### src/core/rtc_ctl_pkg.sv
/*
 * Constants for the clock's output/status/charger control block.
 * Assumes a single 25 MHz reference clock and an external register
 * access port (address, write strobe, write data, read data).
 */
package rtc_ctl_pkg;

  // ************************************************************
  // Register map
  // ************************************************************
  localparam logic [7:0] ADDR_CONTROL = 8'h0E;
  localparam logic [7:0] ADDR_STATUS  = 8'h0F;
  localparam logic [7:0] ADDR_CHARGER = 8'h10;

  // ************************************************************
  // Control fields
  // ************************************************************
  localparam int CTL_OSC_DIS  = 7;
  localparam int CTL_RATE_HI  = 4;
  localparam int CTL_RATE_LO  = 3;
  localparam int CTL_OUT_SEL  = 2;
  localparam int CTL_A2_IE    = 1;
  localparam int CTL_A1_IE    = 0;
  localparam logic [7:0] CTL_RESET    = 8'h18;
  localparam logic [7:0] CTL_WMASK    = 8'hBF;

  // ************************************************************
  // Status fields
  // ************************************************************
  localparam int STS_OSF = 7;
  localparam int STS_A2F = 1;
  localparam int STS_A1F = 0;

  // ************************************************************
  // Charger fields
  // ************************************************************
  localparam logic [7:0] CHG_RESET = 8'h00;
  localparam logic [3:0] CHG_KEY   = 4'hA;
  localparam int CHG_KEY_HI = 7;
  localparam int CHG_KEY_LO = 4;
  localparam int CHG_DS_HI  = 3;
  localparam int CHG_DS_LO  = 2;
  localparam int CHG_R_HI   = 1;
  localparam int CHG_R_LO   = 0;
  localparam logic [1:0] DS_NONE = 2'h1;
  localparam logic [1:0] DS_ONE  = 2'h2;
  localparam logic [1:0] R_250   = 2'h1;
  localparam logic [1:0] R_2K    = 2'h2;
  localparam logic [1:0] R_4K    = 2'h3;

  // ************************************************************
  // Square-wave rates: half periods in 32.768 kHz ticks, minus one
  // ************************************************************
  localparam logic [1:0]  RATE_1HZ   = 2'h0;
  localparam logic [1:0]  RATE_4K    = 2'h1;
  localparam logic [1:0]  RATE_8K    = 2'h2;
  localparam logic [1:0]  RATE_32K   = 2'h3;
  localparam logic [13:0] HALF_1HZ   = 14'h3FFF;
  localparam logic [13:0] HALF_4K    = 14'h0003;
  localparam logic [13:0] HALF_8K    = 14'h0001;

  typedef enum logic [2:0] {
    OUT_IDLE = 3'h1,
    OUT_WAVE = 3'h2,
    OUT_IRQ  = 3'h4
  } out_state_t;

endpackage

### src/core/rtc_output_status_charger_ctl.sv
/*
 * Control register, status flags, charger decode and combined
 * square-wave/interrupt output of the clock.
 * Assumes osc_tick and alarm match pulses come from logic on ref_clk;
 * osc_running comes from the oscillator domain and is synchronised here.
 */
`timescale 1ns/1ps
`default_nettype none

module rtc_output_status_charger_ctl (
  input  wire logic       ref_clk,
  input  wire logic       resetn,
  input  wire logic       osc_tick,
  input  wire logic       osc_running,
  input  wire logic       alarm_one_match,
  input  wire logic       alarm_two_match,
  input  wire logic [7:0] reg_addr,
  input  wire logic       reg_wr,
  input  wire logic [7:0] reg_wdata,
  output logic      [7:0] reg_rdata,
  output logic            square_irq_out,
  output logic            osc_disable,
  output logic            charger_enable,
  output logic            diode_select,
  output logic      [1:0] resistor_select
);

  // ************************************************************
  // Storage
  // ************************************************************
  logic [7:0]  control_r;
  logic [7:0]  charger_select_r;
  logic        osc_stop_flag_r;
  logic        alarm_two_flag_r;
  logic        alarm_one_flag_r;
  logic        osc_meta_r;
  logic        osc_sync_r;
  logic        osc_prev_r;
  logic [13:0] div_cnt_r;
  logic        wave_r;
  rtc_ctl_pkg::out_state_t out_state_r;
  rtc_ctl_pkg::out_state_t out_state_nxt;

  logic wr_ctl;
  logic wr_sts;
  logic wr_chg;
  logic osc_stopped;
  logic irq_active;
  logic [1:0]  rate;
  logic [13:0] half_limit;
  logic [7:0]  status_view;
  logic        chg_on;

  assign wr_ctl = reg_wr && (reg_addr == rtc_ctl_pkg::ADDR_CONTROL);
  assign wr_sts = reg_wr && (reg_addr == rtc_ctl_pkg::ADDR_STATUS);
  assign wr_chg = reg_wr && (reg_addr == rtc_ctl_pkg::ADDR_CHARGER);

  // A write of zero clears; hardware setting in the same cycle wins.
  function automatic logic flag_next(input logic cur, input logic set,
                                     input logic wr, input logic wbit);
    flag_next = set | (cur & ~(wr & ~wbit));
  endfunction

  // ************************************************************
  // Control register
  // ************************************************************
  always_ff @(posedge ref_clk or negedge resetn) begin
    if (!resetn) begin
      control_r <= rtc_ctl_pkg::CTL_RESET;
    end else if (wr_ctl) begin
      control_r <= reg_wdata & rtc_ctl_pkg::CTL_WMASK;
    end
  end

  // ************************************************************
  // Oscillator stop detection
  // ************************************************************
  always_ff @(posedge ref_clk or negedge resetn) begin
    if (!resetn) begin
      osc_meta_r <= 1'b0;
      osc_sync_r <= 1'b0;
      osc_prev_r <= 1'b0;
    end else begin
      osc_meta_r <= osc_running;
      osc_sync_r <= osc_meta_r;
      osc_prev_r <= osc_sync_r;
    end
  end

  // Falling edge of running, or software stopping it
  assign osc_stopped = (osc_prev_r && !osc_sync_r) ||
                       (wr_ctl && reg_wdata[rtc_ctl_pkg::CTL_OSC_DIS] &&
                        !control_r[rtc_ctl_pkg::CTL_OSC_DIS]);

  // ************************************************************
  // Status flags
  // ************************************************************
  always_ff @(posedge ref_clk or negedge resetn) begin
    if (!resetn) begin
      osc_stop_flag_r  <= 1'b1;  // first power-up counts as a stop
      alarm_two_flag_r <= 1'b0;
      alarm_one_flag_r <= 1'b0;
    end else begin
      osc_stop_flag_r  <= flag_next(osc_stop_flag_r, osc_stopped, wr_sts,
                                    reg_wdata[rtc_ctl_pkg::STS_OSF]);
      alarm_two_flag_r <= flag_next(alarm_two_flag_r, alarm_two_match, wr_sts,
                                    reg_wdata[rtc_ctl_pkg::STS_A2F]);
      alarm_one_flag_r <= flag_next(alarm_one_flag_r, alarm_one_match, wr_sts,
                                    reg_wdata[rtc_ctl_pkg::STS_A1F]);
    end
  end

  // ************************************************************
  // Charger register and decode
  // ************************************************************
  always_ff @(posedge ref_clk or negedge resetn) begin
    if (!resetn) begin
      charger_select_r <= rtc_ctl_pkg::CHG_RESET;
    end else if (wr_chg) begin
      charger_select_r <= reg_wdata;
    end
  end

  // 250 ohms above 3.63V is left to software; no supply sense here
  always_comb begin
    chg_on = (charger_select_r[rtc_ctl_pkg::CHG_KEY_HI:rtc_ctl_pkg::CHG_KEY_LO]
              == rtc_ctl_pkg::CHG_KEY);
    if ((charger_select_r[rtc_ctl_pkg::CHG_DS_HI:rtc_ctl_pkg::CHG_DS_LO]
         != rtc_ctl_pkg::DS_NONE) &&
        (charger_select_r[rtc_ctl_pkg::CHG_DS_HI:rtc_ctl_pkg::CHG_DS_LO]
         != rtc_ctl_pkg::DS_ONE)) begin
      chg_on = 1'b0;
    end
    if ((charger_select_r[rtc_ctl_pkg::CHG_R_HI:rtc_ctl_pkg::CHG_R_LO]
         != rtc_ctl_pkg::R_250) &&
        (charger_select_r[rtc_ctl_pkg::CHG_R_HI:rtc_ctl_pkg::CHG_R_LO]
         != rtc_ctl_pkg::R_2K) &&
        (charger_select_r[rtc_ctl_pkg::CHG_R_HI:rtc_ctl_pkg::CHG_R_LO]
         != rtc_ctl_pkg::R_4K)) begin
      chg_on = 1'b0;
    end
  end

  always_ff @(posedge ref_clk or negedge resetn) begin
    if (!resetn) begin
      charger_enable  <= 1'b0;
      diode_select    <= 1'b0;
      resistor_select <= 2'h0;
    end else begin
      charger_enable  <= chg_on;
      diode_select    <= chg_on &&
                         (charger_select_r[rtc_ctl_pkg::CHG_DS_HI:rtc_ctl_pkg::CHG_DS_LO]
                          == rtc_ctl_pkg::DS_ONE);
      resistor_select <= chg_on ?
                         charger_select_r[rtc_ctl_pkg::CHG_R_HI:rtc_ctl_pkg::CHG_R_LO] :
                         2'h0;
    end
  end

  // ************************************************************
  // Square-wave divider
  // ************************************************************
  assign rate = {control_r[rtc_ctl_pkg::CTL_RATE_HI], control_r[rtc_ctl_pkg::CTL_RATE_LO]};

  always_comb begin
    case (rate)
      rtc_ctl_pkg::RATE_1HZ: half_limit = rtc_ctl_pkg::HALF_1HZ;
      rtc_ctl_pkg::RATE_4K:  half_limit = rtc_ctl_pkg::HALF_4K;
      rtc_ctl_pkg::RATE_8K:  half_limit = rtc_ctl_pkg::HALF_8K;
      default:               half_limit = 14'h0000;
    endcase
  end

  // 32.768 kHz toggles every tick; others count ticks per half period
  always_ff @(posedge ref_clk or negedge resetn) begin
    if (!resetn) begin
      div_cnt_r <= 14'h0000;
      wave_r    <= 1'b0;
    end else if (osc_tick) begin
      if (rate == rtc_ctl_pkg::RATE_32K) begin
        div_cnt_r <= 14'h0000;
        wave_r    <= ~wave_r;
      end else if (div_cnt_r >= half_limit) begin
        div_cnt_r <= 14'h0000;
        wave_r    <= ~wave_r;
      end else begin
        div_cnt_r <= div_cnt_r + 14'h0001;
      end
    end
  end

  // ************************************************************
  // Output mode and pin
  // ************************************************************
  assign irq_active =
    (alarm_one_flag_r && control_r[rtc_ctl_pkg::CTL_A1_IE]) ||
    (alarm_two_flag_r && control_r[rtc_ctl_pkg::CTL_A2_IE]);

  always_comb begin
    case (out_state_r)
      rtc_ctl_pkg::OUT_IDLE,
      rtc_ctl_pkg::OUT_WAVE,
      rtc_ctl_pkg::OUT_IRQ:
        out_state_nxt = control_r[rtc_ctl_pkg::CTL_OUT_SEL] ?
                        rtc_ctl_pkg::OUT_IRQ : rtc_ctl_pkg::OUT_WAVE;
      default: out_state_nxt = rtc_ctl_pkg::OUT_IDLE;
    endcase
  end

  always_ff @(posedge ref_clk or negedge resetn) begin
    if (!resetn) begin
      out_state_r <= rtc_ctl_pkg::OUT_IDLE;
    end else begin
      out_state_r <= out_state_nxt;
    end
  end

  // Pin held low until the flag or its interrupt enable bit is cleared, since flags are sticky
  always_ff @(posedge ref_clk or negedge resetn) begin
    if (!resetn) begin
      square_irq_out <= 1'b1;
    end else begin
      case (out_state_nxt)
        rtc_ctl_pkg::OUT_WAVE: square_irq_out <= wave_r;
        rtc_ctl_pkg::OUT_IRQ:  square_irq_out <= ~irq_active;
        default:               square_irq_out <= 1'b1;
      endcase
    end
  end

  // ************************************************************
  // Read path
  // ************************************************************
  assign status_view = {osc_stop_flag_r, 5'h00, alarm_two_flag_r, alarm_one_flag_r};

  always_ff @(posedge ref_clk or negedge resetn) begin
    if (!resetn) begin
      reg_rdata   <= 8'h00;
      osc_disable <= 1'b0;
    end else begin
      osc_disable <= control_r[rtc_ctl_pkg::CTL_OSC_DIS];
      case (reg_addr)
        rtc_ctl_pkg::ADDR_CONTROL: reg_rdata <= control_r;
        rtc_ctl_pkg::ADDR_STATUS:  reg_rdata <= status_view;  // reserved read zero
        rtc_ctl_pkg::ADDR_CHARGER: reg_rdata <= charger_select_r;
        default:                   reg_rdata <= 8'h00;
      endcase
    end
  end

endmodule // rtc_output_status_charger_ctl

`default_nettype wire

### config.mk
export PLATFORM = sky130hd
export DESIGN_NAME = rtc_output_status_charger_ctl
export DESIGN_NICKNAME = d
export VERILOG_FILES = /design/src/core/rtc_ctl_pkg.sv /design/src/core/rtc_output_status_charger_ctl.sv
export SDC_FILE = /design/constraint.sdc
export NUM_CORES = 1
export LEC_CHECK = 0
export ABC_AREA = 1
export BUFFER_PORTS_ARGS = -buffer_cell sky130_fd_sc_hd__buf_4
export CAP_MARGIN = 20
export CORE_MARGIN = 2
export CORE_UTILIZATION = 55
export CTS_CLUSTER_DIAMETER = 80
export DETAILED_ROUTE_END_ITERATION = 8
export GPL_TIMING_DRIVEN = 0
export PLACE_DENSITY = 0.85
export SYNTH_ARGS = -nofsm -noshare
export SYNTH_HDL_FRONTEND = slang
export SYNTH_SLANG_ARGS = --single-unit
export TNS_END_PERCENT = 100
### constraint.sdc
create_clock -name ref_clk -period 2.2 [get_ports ref_clk]
set_input_delay 0.22 -clock ref_clk [delete_from_list [all_inputs] [get_ports ref_clk]]
set_output_delay 0.22 -clock ref_clk [all_outputs]
set_load 0.005 [all_outputs]
==> flow_summary.json, run 1 <==
{
  "routed_via_density": 5.136,
  "worstSetupPathType": "reg2reg",
  "slew_viol_final": 0,
  "path_cells": "inv_1 > nand2_4 > buf_12 > ha_1 > nand2_1 > nor2_1 > nand2_1 > nand3_1 > nand2_1 > nand3_2 > buf_6 > a21oi_1",
  "drt_pass1_iterations": 4,
  "utilization_pct": 67.31,
  "wl_um": 5262,
  "cts-root-buf": "clkbuf_8",
  "cap_violations": 0,
  "critPathMaxStageDelay_ps": 570,
  "synth.distinct_cells": 31,
  "p_leak_nw": 1.675,
  "mostFrequentLayoutCell": "nand2_1",
  "clock_skew_ps": 3.484,
  "nFillCells": 373,
  "whs_path_depth": 1,
  "critPathSlowestCell": "dfstp_2",
  "drc_errors": 0,
  "die_height_um": 74.07,
  "placed_cell_area_um2": 3047,
  "setup_viol": 0,
  "hpwl_um": 3943,
  "clk_pin_slew_ps": 90,
  "gp_congestion": 0.8668,
  "syn_avg_cell_area_um2": 8.545,
  "cp_max_fo": 10,
  "syn-num-nets": 355,
  "ys_seq_area_share_pct": 49.35,
  "coreArea_um2": 4723,
  "peakVddDrop_v": 0.0003923,
  "htreeDepth": 2,
  "first_global_vias": 2073,
  "grt_pass1_wl_um": 8852,
  "grt_antenna_before_repair": 0,
  "grt-ovfl-total": 0,
  "synthCells": 316,
  "hold_path_class": "in2reg",
  "outcome": "complete, no violations",
  "clock_latency_ps": 310,
  "dieArea_um2": 5486,
  "final_nets": 399,
  "ys_ff_latch": 53,
  "drive_gt1_share_pct": 17.17,
  "port_buffers": 35,
  "maxSlewHeadroom_pct": 57.86,
  "ant_nets": 0,
  "hold_viol": 0,
  "fin_crit_ps": 2035,
  "postLayoutCellArea_um2": 3179,
  "core.rowCount": 25,
  "fmax_mhz": 491.5,
  "vias": 2198,
  "clk_path_buf_depth": 2,
  "fin_crit_sh_pct": 92.48,
  "layout_common_cells": "84 x nand2_1, 48 x dfrtp_1, 47 x inv_1",
  "tightest_slew_ps": 632.0,
  "arrival_ps": 2270,
  "start_util_pct": 57.17,
  "critPathLaunchType": "flop",
  "yosysWarnings": 0,
  "ios": 37,
  "wire_per_inst_um": 12.29,
  "r2r_cells": 12,
  "cts_made_buffers": 5,
  "path_common_cell": "nand2_1",
  "grt_start_max_net_pins": 54,
  "syn_to_final_growth_pct": 17.75,
  "endpoint_kind": "flop",
  "crit_required_ps": 2440,
  "cts_tree": "built",
  "diodes": 0,
  "cts_sinks": 53,
  "syn-cell-area_um2": 2700,
  "die_w_um": 74.07,
  "grt_use_total_pct": 21.28,
  "drt_first_iter_violations": 69,
  "powerDensity_nw_per_um2": 598.2
}
## synth_stat cells, drive strengths merged
cell	number	area, um2
nand2	88	342.8
dfrtp	48	1201
inv	47	176.4
nor2	23	102.6
o21ai	20	107.6
a21oi	17	85.08
ha	16	200.2
nand3	15	75.07
dfstp	5	131.4
buf	4	30.02
nor3	4	25.02
o211ai	4	30.03
o22ai	4	25.02
xnor2	4	35.03
xor2	4	35.03
clkbuf	3	11.26
nand4	2	12.51
a211oi	1	7.510
a22o	1	8.760
and2	1	6.260
and3b	1	8.760
nand3b	1	7.510
nor4	1	21.27
o21bai	1	7.510
or2	1	6.260
## routing by layer
metal,vias to the layer above,track usage (%),wire [um]
met4,0,9.293,104
met3,11,4.065,262
met1,1029,25.71,2179
met5,-,0,0
met2,66,37.10,2715
li1,1092,-,-
## critical path: cells and delay by family, from the launching register on
| family | cells | cell delay, ps |
|---|---|---|
| adder cells (fa/ha/maj) | 1 | 230 |
| AND/OR/NAND/NOR | 7 | 630 |
| AO/OA/AOI/OAI | 1 | 130 |
| flip-flops | 1 | 570 |
| buffers and inverters | 3 | 410 |
## report_power, final
| group | switching (mW) | internal, mW | total, mW |
|---|---|---|---|
| clock | 0.318 | 0.226 | 0.543 |
| sequential | 0.0301 | 1.05 | 1.08 |
| combinational | 0.164 | 0.113 | 0.277 |
## stage by stage
step | hold slack [ps] | setup TNS, ps | instances | total power, mW | worst slack [ps]
2_1_floorplan | -75.59 | 0 | 316 | 1.253 | 232.5
3_5_place_dp | 283.9 | -970.0 | 418 | 1.368 | -112.3
5_1_grt | 1.904 | -59.66 | 428 | 2.001 | -38.77
6_report | 12.12 | 0 | 428 | 1.902 | 165.4
4_1_cts | 10.36 | 0 | 427 | 1.897 | 1.694
3_3_place_gp | 280.4 | -419.1 | 418 | 1.353 | -61.38
## area by class of cell
| type | count | area [um2] | share of cell area (%) |
|---|---|---|---|
| clock buffer | 7 | 76.32 | 2.401 |
| buffer | 7 | 47.55 | 1.495 |
| clock inverter | 1 | 7.507 | 0.2361 |
| tap | 67 | 83.83 | 2.637 |
| sequential | 53 | 1333 | 41.91 |
| multi-input combinational | 209 | 1162 | 36.56 |
| timing repair buffer | 37 | 292.8 | 9.209 |
| inverter | 47 | 176.4 | 5.549 |
## cell families (layout without fill, tap and decap cells)
| kind of cell | Yosys count | count (layout) | share of synthesized area [%] |
|---|---|---|---|
| compound gates | 48 | 48 | 10.06 |
| fa+ha+maj | 16 | 16 | 7.414 |
| simple gates | 137 | 137 | 22.52 |
| flops | 53 | 53 | 49.35 |
| buf+inv | 54 | 99 | 8.063 |
| xor+xnor | 8 | 8 | 2.595 |
## state kept, by name, summed over array words and instances, names as in the netlist
register          count
out_state_r           3
osc_meta_r            1
square_irq_out        1
osc_sync_r            1
wave_r                1
osc_stop_flag_r       1
osc_prev_r            1
resistor_select       2
charger_select_r      8
osc_disable           1
charger_enable        1
alarm_one_flag_r      1
diode_select          1
reg_rdata             8
control_r             7
div_cnt_r            14
alarm_two_flag_r      1
## what timing repair did
item / CTS / global route
hold buffers: 1 / 0
endpoints found under the hold margin: 48 / 0
pin swaps: 0 / 2
gates resized for setup: 1 / 5
buffers inserted: 0 / 1
setup endpoints to repair: 10 / 14
## worst paths after layout
check / slack (ps) / endpoint / from
max in group asynchronous: 1310 / resistor_select[1]$_DFF_PN0_ / resetn
min: 10 / osc_meta_r$_DFF_PN0_ / osc_running
max reg2reg: 170 / div_cnt_r[5]$_DFFE_PN0P_ / control_r[4]$_DFFE_PN1P_
min in group asynchronous: 460 / div_cnt_r[8]$_DFFE_PN0P_ / resetn
min reg2reg: 360 / osc_sync_r$_DFF_PN0_ / osc_meta_r$_DFF_PN0_
max: 170 / div_cnt_r[5]$_DFFE_PN0P_ / control_r[4]$_DFFE_PN1P_
No activity file was read; power rests on OpenSTA's default activity.
==> run 2, diff against run 1 <==
Settings changed: CAP_MARGIN 20 to unset, CORE_UTILIZATION 55 to 50, PLACE_DENSITY 0.85 to 0.79, SLEW_MARGIN set to 20.
==> run 2 against run 1 <==
  * Combinational power decreased by 1%
  * Cell count increased by 0.93%
  * Die area increased by 9.4%
  * Hold slack improved by 12 ps
  * Critical path depth decreased by 1
  * Global-route usage decreased by 2.1 points
  * Largest cell class unchanged
  * Highest routed layer unchanged
==> flow_summary.json, run 2 (synthesis gave the netlist of run 1 again) <==
{
  "outcome": "complete, no violations",
  "layout_setup_ws_ps": 275.8,
  "hpwl_um": 3921,
  "routed_via_density": 4.984,
  "peakVddDrop_v": 0.0003292,
  "setup_viol": 0,
  "slew_viol_final": 0,
  "cp_max_fo": 12,
  "die_w_um": 77.49,
  "dieArea_um2": 6004,
  "core.rowCount": 26,
  "vias": 2153,
  "cts_tree": "built",
  "ant_nets": 0,
  "placed_cells": 421,
  "fin_crit_ps": 1924,
  "worstSetupPathType": "reg2reg",
  "clk_pin_slew_ps": 90,
  "finalPower_mw": 1.883,
  "cts_made_buffers": 5,
  "powerDensity_nw_per_um2": 593.3,
  "reg.largest.list": "div_cnt_r: 14 flops, charger_select_r: 8 flops, reg_rdata: 8 flops",
  "fmax_mhz": 519.7,
  "syn_to_final_growth_pct": 17.56,
  "hold_path_class": "in2reg",
  "first_global_vias": 2181,
  "drc_errors": 0,
  "start_util_pct": 52.20,
  "grt_use_total_pct": 19.20,
  "grt-ovfl-total": 0,
  "largest-register": "div_cnt_r",
  "gp_congestion": 0.8437,
  "drt_pass1_iterations": 4,
  "setup_tns_ps": 0,
  "clk_path_buf_depth": 2,
  "tightest_slew_ps": 648.6,
  "grt_pass1_wl_um": 9349,
  "critPathLaunchType": "flop",
  "whs_path_depth": 1,
  "p_leak_nw": 1.671,
  "hold_slack_ps": 24.15,
  "crit_required_ps": 2420,
  "fin_crit_sh_pct": 87.46,
  "mostFrequentLayoutCell": "nand2_1",
  "grt_start_max_net_pins": 54,
  "maxSlewHeadroom_pct": 56.76,
  "post-place-ws_ps": -136.6,
  "gr-usage-met1_pct": 24.12,
  "rsz0062_at_grt": "no",
  "r2r_cells": 11,
  "cts_sinks": 53,
  "diodes": 0,
  "clock_latency_ps": 300,
  "hold_viol": 0,
  "port_buffers": 35,
  "coreArea_um2": 5172,
  "die_height_um": 77.49,
  "drt_first_iter_violations": 122,
  "wl_um": 5220,
  "endpoint_kind": "flop",
  "wire_per_inst_um": 12.08,
  "cts-root-buf": "clkbuf_8",
  "layout_common_cells": "84 x nand2_1, 48 x dfrtp_1, 47 x inv_1",
  "cap_violations": 0,
  "clock_skew_ps": 5.135,
  "stdcell_count": 432,
  "grtUsageMet2_pct": 33.65,
  "grt_antenna_before_repair": 0,
  "top_usage_layer": "met2",
  "arrival_ps": 2150,
  "grt_use_met3_pct": 3.721,
  "drive_gt1_share_pct": 17.40,
  "ios": 37,
  "largest_reg_flops": 14,
  "htreeDepth": 2,
  "final_nets": 400
}
## run 2: cell types whose count changed in the layout (fill, tap and decap cells not counted), sizes merged
cell / change
buf: +1
## run 2: layout make-up
cell class,count,area [um2]
Timing Repair Buffer,38,287.8
Clock inverter,1,7.507
Sequential cell,53,1333
Clock buffer,7,76.32
Tap cell,70,87.58
Buffer,7,43.79
Multi-Input combinational cell,209,1162
Fill cell,450,1998
Inverter,47,176.4
## run 2: what timing repair did
| item | in CTS | in global routing |
|---|---|---|
| resized for setup | 2 | 2 |
| endpoints found under the hold margin | 48 | 0 |
| setup buffers | 0 | 2 |
| hold buffers | 1 | 0 |
| setup endpoints to repair | 10 | 15 |
| pin swaps | 0 | 1 |
## run 2: worst paths after layout
path                                     startpoint                         end  slack, ps
setup reg to reg           control_r[4]$_DFFE_PN1P_    div_cnt_r[3]$_DFFE_PN0P_        280
hold reg to reg                osc_meta_r$_DFF_PN0_        osc_sync_r$_DFF_PN0_        360
max in group asynchronous                    resetn  alarm_one_flag_r$_DFF_PN0_       1280
hold / removal                          osc_running        osc_meta_r$_DFF_PN0_         20
min in group asynchronous                    resetn    div_cnt_r[8]$_DFFE_PN0P_        480
setup / recovery           control_r[4]$_DFFE_PN1P_    div_cnt_r[3]$_DFFE_PN0P_        280
## run 2: worst max-delay path, cell delays in order (launching register included)
cell	delay [ps]
dfstp_2	560
inv_1	90
nand2_4	140
ha_1	280
nand2_1	70
inv_1	50
nand2_1	50
nand3_1	60
nor2_1	120
nand3_2	100
buf_4	180
a21oi_1	150
## run 2: metrics by stage
stage,instance area (um2),util (%)
3_3_place_gp,3050,58.97
5_1_grt,3174,61.37
6_report,3174,61.37
4_1_cts,3149,60.89
2_1_floorplan,2700,-
3_5_place_dp,3050,58.97
## run 2: routing by layer
| metal | vias to the layer above | routed length [um] |
|---|---|---|
| met4 | 0 | 68 |
| met2 | 32 | 2673 |
| met5 | - | 0 |
| met1 | 1016 | 2337 |
| met3 | 8 | 139 |
| li1 | 1097 | - |
## run 2: power breakdown
part	total, mW	internal (mW)	leakage, nW	switching (mW)
sequential	1.08	1.05	0.650	0.0290
combinational	0.273	0.114	0.983	0.160
clock	0.530	0.226	0.0385	0.304
total	1.88	1.39	1.67	0.493
